## src/dib_defs.svh

```systemverilog
`ifndef DIB_DEFS_SVH
`define DIB_DEFS_SVH

// Register word offsets on the plain register port.
`define DIB_REG_CTRL 4'h0
`define DIB_REG_TRIG_FREQ 4'h1
`define DIB_REG_COAST 4'h2
`define DIB_REG_DEC_TORQUE 4'h3
`define DIB_REG_DEC_TIME 4'h4
`define DIB_REG_ACC_TORQUE 4'h5
`define DIB_REG_ACC_TIME 4'h6
`define DIB_REG_PULSE_FREQ 4'h7
`define DIB_REG_STATUS 4'h8

// Control register fields.
`define DIB_CTRL_AUTO_BIT 0
`define DIB_CTRL_MODE_BIT 1

// Codes of the enable and mode settings.
`define DIB_AUTO_OFF 1'h0
`define DIB_AUTO_ON 1'h1
`define DIB_MODE_TIMED 1'h0
`define DIB_MODE_HELD 1'h1

// Reset values and ranges (frequency in 0.01 Hz, times in 0.1 s, pulse in 0.1 kHz).
`define DIB_TRIG_RST 13'h0032
`define DIB_TRIG_MAX 13'h1770
`define DIB_COAST_RST 6'h00
`define DIB_COAST_MAX 6'h32
`define DIB_TORQUE_RST 7'h00
`define DIB_TORQUE_MAX 7'h64
`define DIB_TIME_RST 10'h000
`define DIB_TIME_MAX 10'h258
`define DIB_PF_RST 8'h1e
`define DIB_PF_MIN 8'h05
`define DIB_PF_MAX_SMALL 8'h96
`define DIB_PF_MAX_LARGE 8'h64
`define DIB_PF_KNEE 8'h32
`define DIB_FULL_PCT 7'h64

// Modulation scaling.
`define DIB_PHASE_STEP 20'h00d6c
`define DIB_DUTY_SCALE 25'h0000666

// Time base: one tick is 0.1 s.
`define DIB_TICK_NS 100000000
`define DIB_CLK_NS 8
`define DIB_TICK_CYCLES (`DIB_TICK_NS / `DIB_CLK_NS)

`endif

```

## src/dib_pkg.sv

```systemverilog
`default_nettype none
package dib_pkg;

  typedef enum logic [4:0] {
    dib_st_idle = 5'h01,
    dib_st_coast = 5'h02,
    dib_st_dec_brake = 5'h04,
    dib_st_acc_brake = 5'h08,
    dib_st_release = 5'h10
  } dib_state_t;

endpackage
`default_nettype wire

```

## src/dib_mod_if.sv

```systemverilog
`timescale 1ns/1ps
`default_nettype none
interface dib_mod_if;
  logic en;
  logic [19:0] step;
  logic [13:0] duty;
  logic pulse;

  modport ctl (
    output en,
    output step,
    output duty,
    input pulse
  );

  modport gen (
    input en,
    input step,
    input duty,
    output pulse
  );
endinterface
`default_nettype wire

```

## src/dib_timer.sv

```systemverilog
`timescale 1ns/1ps
`default_nettype none
module dib_timer #(
  parameter int W = 10
) (
  // Clock and reset.
  input wire logic mclk_i,
  input wire logic rst_b_i,
  // Control.
  input wire logic load_i,
  input wire logic [W-1:0] load_val_i,
  input wire logic en_i,
  // Status.
  output logic done_o
);

  logic [W-1:0] count_r;

  // Counts down one step per enable and rests at zero.
  always_ff @(posedge mclk_i or negedge rst_b_i) begin
    if (!rst_b_i) begin
      count_r <= '0;
    end else if (load_i) begin
      count_r <= load_val_i;
    end else if (en_i && (count_r != '0)) begin
      count_r <= count_r - 1'b1;
    end
  end

  assign done_o = (count_r == '0);

endmodule
`default_nettype wire

```

## src/dib_pwm.sv

```systemverilog
`timescale 1ns/1ps
`default_nettype none
module dib_pwm (
  // Clock and reset.
  input wire logic mclk_i,
  input wire logic rst_b_i,
  // Modulation control.
  dib_mod_if.gen mod
);

  logic [31:0] phase_r;

  // Phase accumulator sets the braking pulse rate.
  always_ff @(posedge mclk_i or negedge rst_b_i) begin
    if (!rst_b_i) begin
      phase_r <= 32'h0;
    end else if (!mod.en) begin
      phase_r <= 32'h0;
    end else begin
      phase_r <= phase_r + {12'h000, mod.step};
    end
  end

  // The pulse is high for the duty fraction of each period.
  always_ff @(posedge mclk_i or negedge rst_b_i) begin
    if (!rst_b_i) begin
      mod.pulse <= 1'b0;
    end else begin
      mod.pulse <= mod.en && (phase_r[31:18] < mod.duty);
    end
  end

endmodule
`default_nettype wire

```

## src/dib_brake_seq.sv

```systemverilog
// Notes on behaviour
// Automatic braking enable: 0 keeps it off, 1 turns it on, reset value 0.
// Automatic braking triggers when output frequency falls below trigger setting, 0..60 Hz.
// Every deceleration trigger first coasts for the coast delay, 0..5 s.
// Deceleration braking uses the deceleration torque setting, 0..100 percent.
// Deceleration braking lasts the deceleration time setting, 0..60 s.
// Input mode 0: braking ends only when the deceleration time expires.
// Input mode 1, the default: braking follows the brake input level.
// The controller issues a stop and raises the brake input for input braking.
// Braking drives pulsed DC onto the stator instead of alternating output.
// Before acceleration, brake at the acceleration torque setting, 0..100 percent.
// Hold pre-acceleration braking for its time, 0..60 s, then release acceleration.
// Pulse frequency 0.5..15 kHz, or 0.5..10 kHz on large ratings, default 3 kHz.
// Braking modulation uses its own pulse rate, apart from the run carrier.
// Relative braking torque falls as pulse frequency rises above 5 kHz.
// Operators keep braking torques low and braking times short.
// Idle, coast, brake, release; modulation stops at end; retriggers wait for idle.
//
// Chosen here: the address map and the plain strobed port.
`include "dib_defs.svh"
`timescale 1ns/1ps
`default_nettype none
module dib_brake_seq #(
  parameter int TICK_CYCLES = `DIB_TICK_CYCLES
) (
  // Clock and reset.
  input wire logic mclk_i,
  input wire logic rst_b_i,
  // Register port.
  input wire logic [3:0] reg_addr_i,
  input wire logic [15:0] reg_wdata_i,
  input wire logic reg_wr_i,
  input wire logic reg_rd_i,
  output logic [15:0] reg_rdata_o,
  // Drive commands and feedback.
  input wire logic run_cmd_i,
  input wire logic brake_request_input_i,
  input wire logic [15:0] actual_freq_i,
  input wire logic large_rating_i,
  // Output stage.
  output logic dc_injection_braking_o,
  output logic coast_o,
  output logic modulation_en_o,
  output logic stator_pulse_o,
  output logic accel_release_o,
  output dib_pkg::dib_state_t state_o
);

  import dib_pkg::*;

  dib_state_t state_r;
  dib_state_t state_nxt;

  logic auto_brake_enable_r;
  logic brake_input_mode_r;
  logic [12:0] brake_trigger_freq_r;
  logic [5:0] coast_delay_r;
  logic [6:0] decel_brake_torque_r;
  logic [9:0] decel_brake_time_r;
  logic [6:0] accel_brake_torque_r;
  logic [9:0] accel_brake_time_r;
  logic [7:0] brake_pulse_freq_r;
  logic large_rating_r;
  logic strap_done_r;
  logic run_d_r;
  logic start_pend_r;
  logic cause_input_r;
  logic cause_input_nxt;
  logic [15:0] rdata_nxt;

  logic stop_w;
  logic input_trig_w;
  logic auto_trig_w;
  logic start_edge_w;
  logic start_take_w;
  logic dur_load_w;
  logic [9:0] dur_val_w;
  logic dur_done_w;
  logic tick_w;
  logic held_mode_w;

  logic [7:0] pf_max_w;
  logic [7:0] pf_eff_w;
  logic [6:0] derate_pct_w;
  logic [6:0] torque_sel_w;
  logic [13:0] torque_prod_w;
  logic [24:0] duty_scaled_w;
  logic [19:0] step_w;
  logic braking_nxt;

  dib_mod_if mod ();

  // Register writes, clamped to the legal setting ranges; pulse frequency to 0.5..15 kHz whatever the rating.
  always_ff @(posedge mclk_i or negedge rst_b_i) begin
    if (!rst_b_i) begin
      auto_brake_enable_r <= `DIB_AUTO_OFF;
      brake_input_mode_r <= `DIB_MODE_HELD;
      brake_trigger_freq_r <= `DIB_TRIG_RST;
      coast_delay_r <= `DIB_COAST_RST;
      decel_brake_torque_r <= `DIB_TORQUE_RST;
      decel_brake_time_r <= `DIB_TIME_RST;
      accel_brake_torque_r <= `DIB_TORQUE_RST;
      accel_brake_time_r <= `DIB_TIME_RST;
      brake_pulse_freq_r <= `DIB_PF_RST;
    end else if (reg_wr_i) begin
      case (reg_addr_i)
        `DIB_REG_CTRL: begin
          auto_brake_enable_r <= reg_wdata_i[`DIB_CTRL_AUTO_BIT];
          brake_input_mode_r <= reg_wdata_i[`DIB_CTRL_MODE_BIT];
        end
        `DIB_REG_TRIG_FREQ: begin
          brake_trigger_freq_r <= (reg_wdata_i > {3'h0, `DIB_TRIG_MAX}) ? `DIB_TRIG_MAX :
                                  reg_wdata_i[12:0];
        end
        `DIB_REG_COAST: begin
          coast_delay_r <= (reg_wdata_i > {10'h000, `DIB_COAST_MAX}) ? `DIB_COAST_MAX :
                           reg_wdata_i[5:0];
        end
        `DIB_REG_DEC_TORQUE: begin
          decel_brake_torque_r <= (reg_wdata_i > {9'h000, `DIB_TORQUE_MAX}) ? `DIB_TORQUE_MAX :
                                  reg_wdata_i[6:0];
        end
        `DIB_REG_DEC_TIME: begin
          decel_brake_time_r <= (reg_wdata_i > {6'h00, `DIB_TIME_MAX}) ? `DIB_TIME_MAX :
                                reg_wdata_i[9:0];
        end
        `DIB_REG_ACC_TORQUE: begin
          accel_brake_torque_r <= (reg_wdata_i > {9'h000, `DIB_TORQUE_MAX}) ? `DIB_TORQUE_MAX :
                                  reg_wdata_i[6:0];
        end
        `DIB_REG_ACC_TIME: begin
          accel_brake_time_r <= (reg_wdata_i > {6'h00, `DIB_TIME_MAX}) ? `DIB_TIME_MAX :
                                reg_wdata_i[9:0];
        end
        `DIB_REG_PULSE_FREQ: begin
          if (reg_wdata_i < {8'h00, `DIB_PF_MIN}) begin
            brake_pulse_freq_r <= `DIB_PF_MIN;
          end else if (reg_wdata_i > {8'h00, `DIB_PF_MAX_SMALL}) begin
            brake_pulse_freq_r <= `DIB_PF_MAX_SMALL;
          end else begin
            brake_pulse_freq_r <= reg_wdata_i[7:0];
          end
        end
        default: begin
        end
      endcase
    end
  end

  // Power rating strap is caught once after reset release.
  always_ff @(posedge mclk_i or negedge rst_b_i) begin
    if (!rst_b_i) begin
      large_rating_r <= 1'b0;
      strap_done_r <= 1'b0;
    end else if (!strap_done_r) begin
      large_rating_r <= large_rating_i;
      strap_done_r <= 1'b1;
    end
  end

  // Read data stand for one cycle after the read strobe.
  always_comb begin
    rdata_nxt = 16'h0000;
    case (reg_addr_i)
      `DIB_REG_CTRL: rdata_nxt = {14'h0000, brake_input_mode_r, auto_brake_enable_r};
      `DIB_REG_TRIG_FREQ: rdata_nxt = {3'h0, brake_trigger_freq_r};
      `DIB_REG_COAST: rdata_nxt = {10'h000, coast_delay_r};
      `DIB_REG_DEC_TORQUE: rdata_nxt = {9'h000, decel_brake_torque_r};
      `DIB_REG_DEC_TIME: rdata_nxt = {6'h00, decel_brake_time_r};
      `DIB_REG_ACC_TORQUE: rdata_nxt = {9'h000, accel_brake_torque_r};
      `DIB_REG_ACC_TIME: rdata_nxt = {6'h00, accel_brake_time_r};
      `DIB_REG_PULSE_FREQ: rdata_nxt = {8'h00, brake_pulse_freq_r};
      `DIB_REG_STATUS: begin
        rdata_nxt = {7'h00, cause_input_r, start_pend_r, (pf_eff_w > `DIB_PF_KNEE), large_rating_r, state_r};
      end
      default: rdata_nxt = 16'h0000;
    endcase
  end

  always_ff @(posedge mclk_i or negedge rst_b_i) begin
    if (!rst_b_i) begin
      reg_rdata_o <= 16'h0000;
    end else if (reg_rd_i) begin
      reg_rdata_o <= rdata_nxt;
    end else begin
      reg_rdata_o <= 16'h0000;
    end
  end

  // Trigger conditions; input braking needs a stop plus the brake input.
  assign stop_w = !run_cmd_i;
  assign input_trig_w = stop_w && brake_request_input_i;
  assign auto_trig_w = (auto_brake_enable_r == `DIB_AUTO_ON) && stop_w &&
                       (actual_freq_i < {3'h0, brake_trigger_freq_r});
  assign held_mode_w = cause_input_r && (brake_input_mode_r == `DIB_MODE_HELD);
  assign start_edge_w = run_cmd_i && !run_d_r;
  assign start_take_w = (state_r == dib_st_idle) && start_pend_r;

  // A start request is kept until the sequencer is idle to take it.
  always_ff @(posedge mclk_i or negedge rst_b_i) begin
    if (!rst_b_i) begin
      run_d_r <= 1'b0;
      start_pend_r <= 1'b0;
    end else begin
      run_d_r <= run_cmd_i;
      if (start_edge_w) begin
        start_pend_r <= 1'b1;
      end else if (start_take_w) begin
        start_pend_r <= 1'b0;
      end
    end
  end

  // Sequencer next state.
  always_comb begin
    state_nxt = state_r;
    cause_input_nxt = cause_input_r;
    dur_load_w = 1'b0;
    dur_val_w = 10'h000;
    case (state_r)
      dib_st_idle: begin
        if (start_pend_r) begin
          state_nxt = dib_st_acc_brake;
          dur_load_w = 1'b1;
          dur_val_w = accel_brake_time_r;
        end else if (input_trig_w || auto_trig_w) begin
          state_nxt = dib_st_coast;
          cause_input_nxt = input_trig_w;
          dur_load_w = 1'b1;
          dur_val_w = {4'h0, coast_delay_r};
        end
      end
      dib_st_coast: begin
        if (held_mode_w && !brake_request_input_i) begin
          state_nxt = dib_st_release;
        end else if (dur_done_w) begin
          state_nxt = dib_st_dec_brake;
          dur_load_w = 1'b1;
          dur_val_w = decel_brake_time_r;
        end
      end
      dib_st_dec_brake: begin
        if (held_mode_w) begin
          if (!brake_request_input_i) begin
            state_nxt = dib_st_release;
          end
        end else if (dur_done_w) begin
          state_nxt = dib_st_release;
        end
      end
      dib_st_acc_brake: begin
        if (dur_done_w) begin
          state_nxt = dib_st_release;
        end
      end
      dib_st_release: begin
        if (!input_trig_w && !auto_trig_w) begin
          state_nxt = dib_st_idle;
        end
      end
      default: begin
        state_nxt = dib_st_idle;
      end
    endcase
  end

  always_ff @(posedge mclk_i or negedge rst_b_i) begin
    if (!rst_b_i) begin
      state_r <= dib_st_idle;
      cause_input_r <= 1'b0;
    end else begin
      state_r <= state_nxt;
      cause_input_r <= cause_input_nxt;
    end
  end

  // Tick prescaler restarts with every duration load so durations are exact.
  dib_timer #(
    .W(24)
  ) u_tick (
    .mclk_i(mclk_i),
    .rst_b_i(rst_b_i),
    .load_i(tick_w || dur_load_w),
    .load_val_i(24'(TICK_CYCLES - 1)),
    .en_i(1'b1),
    .done_o(tick_w)
  );

  // Duration counter in 0.1 s ticks for coast and braking times.
  dib_timer #(
    .W(10)
  ) u_dur (
    .mclk_i(mclk_i),
    .rst_b_i(rst_b_i),
    .load_i(dur_load_w),
    .load_val_i(dur_val_w),
    .en_i(tick_w && !dur_load_w),
    .done_o(dur_done_w)
  );

  // Pulse rate limited by the rating, and torque derated above the knee.
  assign pf_max_w = large_rating_r ? `DIB_PF_MAX_LARGE : `DIB_PF_MAX_SMALL;
  assign pf_eff_w = (brake_pulse_freq_r > pf_max_w) ? pf_max_w : brake_pulse_freq_r;
  assign derate_pct_w = (pf_eff_w > `DIB_PF_KNEE) ?
                        (`DIB_FULL_PCT - 7'((pf_eff_w - `DIB_PF_KNEE) >> 1)) : `DIB_FULL_PCT;
  assign torque_sel_w = (state_nxt == dib_st_acc_brake) ? accel_brake_torque_r :
                        decel_brake_torque_r;
  assign torque_prod_w = {7'h00, torque_sel_w} * {7'h00, derate_pct_w};
  assign duty_scaled_w = {11'h000, torque_prod_w} * `DIB_DUTY_SCALE;
  assign step_w = {12'h000, pf_eff_w} * `DIB_PHASE_STEP;
  assign braking_nxt = (state_nxt == dib_st_dec_brake) || (state_nxt == dib_st_acc_brake);

  // Modulation settings for the braking pulse generator.
  always_ff @(posedge mclk_i or negedge rst_b_i) begin
    if (!rst_b_i) begin
      mod.en <= 1'b0;
      mod.step <= 20'h00000;
      mod.duty <= 14'h0000;
    end else begin
      mod.en <= braking_nxt;
      mod.step <= step_w;
      mod.duty <= duty_scaled_w[23:10];
    end
  end

  dib_pwm u_pwm (
    .mclk_i(mclk_i),
    .rst_b_i(rst_b_i),
    .mod(mod.gen)
  );

  // Output stage drive.
  always_ff @(posedge mclk_i or negedge rst_b_i) begin
    if (!rst_b_i) begin
      dc_injection_braking_o <= 1'b0;
      coast_o <= 1'b0;
      modulation_en_o <= 1'b0;
      stator_pulse_o <= 1'b0;
      accel_release_o <= 1'b0;
      state_o <= dib_st_idle;
    end else begin
      dc_injection_braking_o <= braking_nxt;
      coast_o <= (state_nxt == dib_st_coast);
      modulation_en_o <= mod.en;
      stator_pulse_o <= mod.en && mod.pulse;
      accel_release_o <= (state_r == dib_st_acc_brake) && (state_nxt == dib_st_release);
      state_o <= state_nxt;
    end
  end

endmodule
`default_nettype wire

```

## config.mk

```make
export PLATFORM = sky130hd
export DESIGN_NAME = dib_brake_seq
export DESIGN_NICKNAME = d
export VERILOG_FILES = /design/src/dib_pkg.sv /design/src/dib_mod_if.sv /design/src/dib_timer.sv /design/src/dib_pwm.sv /design/src/dib_brake_seq.sv
export VERILOG_INCLUDE_DIRS = /design/src
export SDC_FILE = /design/constraint.sdc
export NUM_CORES = 1
export LEC_CHECK = 0
export BUFFER_PORTS_ARGS = -buffer_cell sky130_fd_sc_hd__buf_2
export CORE_AREA = 2 2 250 202
export CTS_BUF_LIST = sky130_fd_sc_hd__clkbuf_16
export DETAILED_ROUTE_END_ITERATION = 6
export DIE_AREA = 0 0 252 204
export GPL_ROUTABILITY_DRIVEN = 1
export SETUP_SLACK_MARGIN = 0.15
export SYNTH_ARGS = -nofsm -noshare
export SYNTH_HDL_FRONTEND = slang
export SYNTH_HIERARCHICAL = 1
export SYNTH_SLANG_ARGS = --single-unit
```

## constraint.sdc

```tcl
create_clock -name mclk_i -period 12.6 [get_ports mclk_i]
set_input_delay 1.89 -clock mclk_i [delete_from_list [all_inputs] [get_ports mclk_i]]
set_output_delay 1.89 -clock mclk_i [all_outputs]
set_load 0.03 [all_outputs]
```

* Word level (Yosys, flattened, before mapping)
Index checks and enable logic that the tools add are counted.
** Operators by class
- Shifts and indexed selects :: 0
- Reductions and logical operators :: 39
- $mul :: 3
- Mux-type cells :: 38
- Add/subtract/negate cells :: 5
- Bitwise operators :: 1
- Div/mod/pow operators :: 0
- Magnitude comparators :: 10
- Equal/unequal tests :: 17
** Operator list (number)
- 13-bit case mux with 9 select lines :: 1
- 10-bit two-way mux :: 6
- 24-bit two-way mux :: 2
- 5-bit two-way mux :: 8
- 32-bit by 20-bit adder with 32-bit output :: 1
- 32-bit two-way mux :: 1
- 8-bit two-way mux :: 4
- 5-bit case mux with 5 select lines :: 1
- 24-bit logical NOT :: 1
- 24-bit nonzero test :: 1
- 24-bit by 1-bit subtractor with 24-bit output, second input constant :: 1
- 14-bit by 10-bit multiplier with 23-bit output, second input constant :: 1
- 7-bit two-way mux :: 3
- 10-bit case mux with 2 select lines :: 1
- 8-bit by 10-bit multiplier with 18-bit output, second input constant :: 1
- 4-bit by 3-bit equality test with 1-bit output, second input constant :: 4
- 16-bit by 10-bit greater-than comparator with 1-bit output, second input constant :: 1
- 16-bit by 13-bit greater-than comparator with 1-bit output, second input constant :: 1
- 16-bit by 6-bit greater-than comparator with 1-bit output, second input constant :: 1
- 16-bit by 7-bit greater-than comparator with 1-bit output, second input constant :: 1
- 16-bit by 8-bit greater-than comparator with 1-bit output, second input constant :: 1
- 16-bit by 13-bit < comparator with 1-bit output :: 1
- 16-bit by 3-bit < comparator with 1-bit output, second input constant :: 1
- 16-bit two-way mux :: 1
- other kinds (29) :: 68
** Word-level totals
- Memories :: 0
- Register bits after elaboration :: 193
- Word-level logic and storage cells :: 140
- Output and inout port bits :: 26
- ROM bits :: 0
- Bits in latches :: 0
- Bits in writable memories :: 0

* Logic depth before layout (Yosys ltp)
Gate-level depths: netlist of the first run.
- Depth in word-level cells :: 12
- Depth in mapped cells :: 49
- Depth with buffers taken out :: 47

* Cells and area by module
Netlist of the first run, hierarchy kept.
** Modules (own cells, without submodules)
- dib_brake_seq :: area an instance 11985.2 um^2, sequential area each 3089.2 um^2, times used 1, cells each 1290
- dib_pwm :: area an instance 2837.7 um^2, sequential area each 825.8 um^2, times used 1, cells each 332
- dib_timer (u_tick) :: area an instance 1522.7 um^2, sequential area each 600.6 um^2, times used 1, cells each 173
- dib_timer (u_dur) :: area an instance 621.8 um^2, sequential area each 250.2 um^2, times used 1, cells each 67

* Least setup slack after synthesis of the first run
No wires, ideal clock.
- Path kind :: register -> register
- From :: reg large_rating_r
- To :: reg mod.duty[13]
- Arrival time :: 11.582 ns
- Setup slack :: 0.938 ns
- Period minus slack after synthesis :: 11.662 ns
- Path buffers :: 2
- Data required time :: 12.520 ns
- Stages on the path, launching flop included :: 49
- Cell sequence :: dfrtp_1 -> clkbuf_1 -> inv_1 -> ha_1 -> a211oi_2 -> o21ba_1 -> buf_6 -> a21oi_1 -> o21ai_0 -> inv_1 -> ha_1 -> inv_1 -> a21o_1 -> nor4_1 -> nor4_1 -> nand2_1 -> or3_1 -> a21o_1 -> (+13 left out) -> a21o_1 -> a21o_1 -> xor2_1 -> ha_1 -> fa_1 -> fa_1 -> inv_1 -> fa_1 -> inv_1 -> ha_1 -> o21a_1 -> o21ai_0 -> nand2b_1 -> a31o_2 -> a311oi_1 -> o21bai_1 -> a21oi_1 -> xnor2_1
** On the way
- Word-level cells in the longest chain between the ends :: 8
- Elaborated cells between the ends (all ways) :: 9
- Classes of those cells :: add/sub (2); mul (2); order compare (2); mux (3)
** Ends and longest elaborated chain
- from (decl) :: RTL line dib_brake_seq.sv:63 : logic large_rating_r;
- from (signal assigned) :: RTL line dib_brake_seq.sv:156 : large_rating_r <= large_rating_i;
- 8-bit two-way mux (no line) (*)
- 8-bit greater-than comparator :: RTL line dib_brake_seq.sv:303 : assign pf_eff_w = (brake_pulse_freq_r > pf_max_w) ? pf_max_w : brake_pulse_freq_r;
- 8-bit two-way mux (*) :: RTL line dib_brake_seq.sv:303
- 8-bit by 6-bit subtractor with 8-bit output (no line)
- 7-bit subtractor (no line)
- 7-bit two-way mux (no line) (*)
- 7-bit by 7-bit multiplier with 14-bit output (*) :: RTL line dib_brake_seq.sv:308 : assign torque_prod_w = {7'h00, torque_sel_w} * {7'h00, derate_pct_w};
- 14-bit by 10-bit multiplier with 23-bit output (no line) (*)
- net duty_scaled_w[23] :: RTL line dib_brake_seq.sv:87 : logic [24:0] duty_scaled_w;
- to (signal assigned) :: RTL line dib_brake_seq.sv:322 : mod.duty <= duty_scaled_w[23:10];
- to (decl) :: RTL line dib_mod_if.sv:6 : logic [13:0] duty;
The timed path passes the listed nets; every way through them passes the cells marked *.
A chain may end at the register's enable or synchronous reset.

* Worst setup path in the final report of the first run
Ends and elaborated chain as after synthesis.

==> results of run 1 <==
==> placed cells by master (no fill, tap or decap), types with 10 or more instances in the layout <==
cell type,Yosys,routed
nor2b_1,22,22
fa_1,81,81
a22oi_1,10,10
nand2b_1,27,27
xnor2_1,46,44
a31oi_1,31,31
inv_1,208,208
dfrtp_1,181,180
ha_1,218,218
and3_1,13,13
or3_1,22,22
clkbuf_16,0,17
nand3_1,45,45
a22o_1,22,22
conb_1,2,35
nor3_1,30,30
mux2i_1,22,22
o31ai_1,11,11
and2_1,17,17
a21oi_1,82,80
nor4_1,13,12
a211oi_1,11,11
a21o_1,38,38
xor2_1,28,26
mux2_2,16,16
o21ai_0,88,85
buf_2,2,64
nand4_1,15,15
nand2_1,168,168
nor2_1,141,141
buf_4,3,15
==> timing repair <==
item                                   in CTS  in global routing
endpoints found under the hold margin       0                  0
buffers inserted                            0                  5
setup endpoints to repair                   0                  9
resized for setup                           0                 16
==> worst min path at each step <==
| stage | slack [ns] | start | cells past startpoint | end |
|---|---|---|---|---|
| floorplan | 0.40 | run_d_r | 1 | start_pend_r |
| global placement | 0.42 | run_d_r | 1 | start_pend_r |
| detailed placement | 0.44 | run_d_r | 1 | start_pend_r |
| CTS | 0.45 | run_d_r | 1 | start_pend_r |
| global route | 0.48 | run_d_r | 1 | start_pend_r |
| finish | 0.45 | run_d_r | 1 | start_pend_r |
==> state kept, by name (all words and copies together), names as in the netlist, 5 cells and up <==
register	count
accel_brake_time_r	10
accel_brake_torque_r	7
brake_pulse_freq_r	8
brake_trigger_freq_r	13
coast_delay_r	6
decel_brake_time_r	10
decel_brake_torque_r	7
mod.duty	14
mod.step	18
reg_rdata_o	13
state_o	5
u_dur/count_r	10
u_pwm/phase_r	32
u_tick/count_r	24
==> routing by layer <==
layer / track usage [%] / vias up
met5: 0 / -
met1: 25.8 / 6821
met4: 3.59 / 2
met3: 4.27 / 27
li1: - / 6667
met2: 25.2 / 284
==> metrics by stage <==
stage               setup slack, ns  hold slack (ns)  cell area, um^2
finish                        0.863            0.448            18800
global route                  0.153            0.478            18800
global placement              0.689            0.421            18100
CTS                           0.337            0.452            18700
detailed placement            0.385            0.440            18100
floorplan                     0.938            0.400            17100
==> worst register-to-register path: cells and delay by family (launching register included) <==
family | cells | cell delay [ns]
AOI/OAI and AO/OA | 13 | 2.73
adders and majority gates | 13 | 5.33
xor gates and xnor gates | 2 | 0.56
buffers and inverters | 7 | 0.51
DFF | 1 | 0.45
muxes | 1 | 0.23
and+or+nand+nor | 6 | 1.85
==> cell type report <==
type,count,area (um^2),share of cell area (%)
Clock inverter,15,173,0.920
Tap cell,637,797,4.25
Timing Repair Buffer,80,447,2.38
Clock buffer,17,425,2.27
Sequential cell,190,4770,25.4
Multi-Input combinational cell,1441,11400,60.6
Inverter,210,788,4.20
==> cells by family after synthesis <==
group | synth area share, %
AO/OA/AOI/OAI | 16.8
XOR/XNOR | 3.82
adder cells (fa/ha/maj) | 25.6
buffers and inverters | 6.01
flip-flops | 28.1
multiplexers | 2.63
other | 0.0443
AND/OR/NAND/NOR | 16.9
==> flow_metrics.tcl, run 1 <==
set metrics [dict create \
    drt-met1-wl_um 21700 \
    critical-path-max-stage-delay_ns 0.56 \
    critPathSlowestCell "fa_1" \
    worst-path-buf-inv 7 \
    crit_cells 42 \
    core-area_um2 49100 \
    vias 13800 \
    port_buffers 65 \
    synth_flop_cell "dfrtp_1" \
    drive_above_1_share_pct 9.68 \
    cts_tree "done" \
    ys_top_cells_by_count "ha_1 (218), inv_1 (208), dfrtp_1 (181)" \
    arrival_ns 12.12 \
    yosys.cell_count.top_type "ha_1" \
    grt_pass1_vias 13500 \
    max-slew-margin-rel_pct 17.0 \
    post-route-util_pct 38.2 \
    area_growth_pct 10.6 \
    gr-usage-all-layers_pct 17.3 \
    rsz0062_at_grt "false" \
    max_cap_viol_count 0 \
    vias_per_cell 5.33 \
    top_layer_used "met5" \
    outcome "complete, no violations" \
    synth-edff-count 0 \
    max_freq_mhz 85.2 \
    r2r_slack_ns 0.86 \
    die_w_um 252 \
    endpoint_kind "register" \
    setup_violations 0 \
    crit_family "adder cells" \
    grt_pass1_wl_um 71100 \
    synth_seq_cells 190 \
    synth_top_area_cell "dfrtp_1" \
    r2r-end "mod.duty[13]" \
    tns_ns 0 \
    period_share_pct 93.1 \
    nFillCells 4974 \
    wl_met2_um 18500 \
    cts_buffer_depth 2 \
    hpwl_um 33700 \
    synth.yosys.warnings 6 \
    place_inst 2553 \
    finalClockSkew_ns 0.0267 \
    ios 69 \
    antenna_left 0 \
    cts_sinks 190 \
    postSynthCellCount 1862 \
    required_ns 12.98 \
    cp-start-kind "register" \
    antenna_cells 0 \
    synth_top_area_share_pct 26.7 \
    syn_area_per_cell_um2 9.11 \
    clockRootBuffer "clkbuf_16" \
    timing.rr.start "large_rating_r" \
    netlist_area_um2 17000 \
    ys_types 104 \
    yosysSeqAreaShare_pct 28.1 \
    crit_end "mod.duty[13]" \
    drv_slew 0 \
    avgRoutedWirePerCell_um 16.8 \
    cts-htree-levels 4 \
    critPathMostFrequentCell "ha_1" \
    num_rows 73 \
    hp-class "register to register" \
    min_period_ns 11.74 \
    drc 0 \
    final_cells 2590 \
    totalWireLength_um 43500 \
    cp-startpoint "large_rating_r" \
    gp_congestion 0.890 \
    crit_type "register to register" \
    globalRouteOverflowTotal 0 \
    synthTopCellsByArea "dfrtp_1 (27%), ha_1 (16%), fa_1 (9.6%)" \
    holdBufCountCts 0 \
    grt_max_degree 70 \
    clk_latency_ns 0.48 \
    cp_max_fo 9 \
    antenna_found_initial 1 \
    reg2reg_depth 42 \
    worstMarginPinSlew_ns 1.24 \
    initial_core_util_pct 34.5 \
    drtPass1Iterations 7 \
    hold_viol 0 \
    final_nets 2282 \
    die_h_um 204 \
    cts_buffers 17 \
    first_iter_violations 1163 \
    clkTransAtPathRegs_ns 0.09 \
    synthArstFlopShare_pct 100 \
    met3_length_um 2850 \
    dieArea_um2 51400 \
]
Power of run 1 is left out: the tool's default activity adds up to more than one toggle a clock period on the data nets, which glitch-free logic cannot reach.
==> run 2: changes to the inputs <==
CTS_BUF_LIST = default   (was sky130_fd_sc_hd__clkbuf_16)
==> run 2 against run 1 <==
  * Die area unchanged
  * Via count about the same
  * Hold slack barely moved
==> flow_metrics.tcl, run 2 (synthesis gave the netlist of run 1 again) <==
set metrics [dict create \
    critPathMostFrequentCell "ha_1" \
    largest_reg_flops 32 \
    cp_max_fo 9 \
    cp-startpoint "large_rating_r" \
    layout_common_cells "ha_1 (218), inv_1 (208), dfrtp_1 (180), nand2_1 (168), nor2_1 (141)" \
    max_freq_mhz 85.3 \
    antenna_left 0 \
    antenna_found_initial 1 \
    required_ns 12.98 \
    critical-path-max-stage-delay_ns 0.56 \
    drc 0 \
    reg_top3 "u_pwm/phase_r (32), u_tick/count_r (24), mod.step (18)" \
    crit_type "register to register" \
    hp-class "register to register" \
    drive_above_1_share_pct 9.73 \
    avgRoutedWirePerCell_um 16.8 \
    cts_buffers 17 \
    timing.rr.start "large_rating_r" \
    dieArea_um2 51400 \
    cts_sinks 190 \
    outcome "complete, no violations" \
    clk_latency_ns 0.47 \
    regMostFlops "u_pwm/phase_r" \
    max_cap_viol_count 0 \
    gp_congestion 0.890 \
    totalWireLength_um 43400 \
    hold_depth 1 \
    critPathSlowestCell "fa_1" \
    ios 69 \
    num_rows 73 \
    grt_pass1_vias 13500 \
    vias 13800 \
    die_w_um 252 \
    regArea_um2 4770 \
    core-area_um2 49100 \
    max-slew-margin-rel_pct 18.6 \
    clockRootBuffer "clkbuf_16" \
    drv_slew 0 \
    hpwl_um 33700 \
    cts-htree-levels 4 \
    reg2reg_depth 42 \
    first_iter_violations 1163 \
    min_period_ns 11.73 \
    setup_violations 0 \
    cts_tree "done" \
    finalClockSkew_ns 0.0225 \
    die_h_um 204 \
    vias_per_cell 5.33 \
    tns_ns 0 \
    nFillCells 4974 \
    hold_viol 0 \
    worstMarginPinSlew_ns 1.22 \
    initial_core_util_pct 34.5 \
    globalRouteOverflowTotal 0 \
    cp-start-kind "register" \
    drtPass1Iterations 7 \
    arrival_ns 12.11 \
    layout_commonest_cell "ha_1" \
    min_from "run_d_r" \
    endpoint_kind "register" \
    area_growth_pct 10.7 \
    cts_buffer_depth 2 \
    final_nets 2282 \
    period_share_pct 93.1 \
    grt_max_degree 70 \
    port_buffers 65 \
    antenna_cells 0 \
    grt_pass1_wl_um 71100 \
    clkTransAtPathRegs_ns 0.09 \
    multi_input_area_um2 11400 \
    rsz0062_at_grt "false" \
    gr-usage-all-layers_pct 17.3 \
]
==> run 2: final cells by class <==
cell class              instances  area share (%)
multi-input cells            1441            60.6
clock buffers                  18            2.34
well taps                     637            4.24
repair buffers                 80            2.38
inverters                     210            4.20
flip-flops and latches        190            25.4
clock inverters                14           0.899
==> run 2: metrics by stage <==
stage	hold WS [ns]	utilization [%]	instances	area [um^2]	setup slack (ns)
2_1_floorplan	0.400	-	1895	17100	0.938
3_3_place_gp	0.421	36.8	2553	18100	0.689
3_5_place_dp	0.440	36.8	2553	18100	0.385
4_1_cts	0.452	38.0	2585	18700	0.334
5_1_grt	0.478	38.2	2590	18800	0.153
6_report	0.448	38.2	2590	18800	0.870
==> run 2: path summary, 6_finish.rpt <==
kind	endpoint	slack (ns)
worst max-delay path	mod.duty[13]	0.87
worst min-delay path	start_pend_r	0.45
worst max register to register	mod.duty[13]	0.87
worst min register to register	start_pend_r	0.45
max in group asynchronous	brake_pulse_freq_r[7]	9.18
min in group asynchronous	u_pwm/phase_r[1]	1.41
==> run 2: layer usage <==
metal	global-route usage [%]	part of all wire, %	vias to the layer above
li1	-	-	6669
met1	25.8	50	6809
met2	25.2	43	287
met3	4.27	6.6	33
met4	3.59	1.0	2
met5	0	0.041	-
==> run 2: worst max-delay path, delay by kind of cell, from the launching register on <==
kind                       cells  cell delay [ns]
xor gates and xnor gates       2             0.55
and+or+nand+nor                6             1.84
adders and majority gates     13             5.33
muxes                          1             0.23
AOI/OAI and AO/OA             13             2.73
DFF                            1             0.45
buffers and inverters          7             0.51
==> run 2: repair_timing <==
action	4_1_cts	5_1_grt
hold endpoints to repair	0	0
setup endpoints to repair	0	9
buffers inserted	0	5
resized for setup	0	16
hold buffers	0	0
Power of run 2 is left out for the same reason.
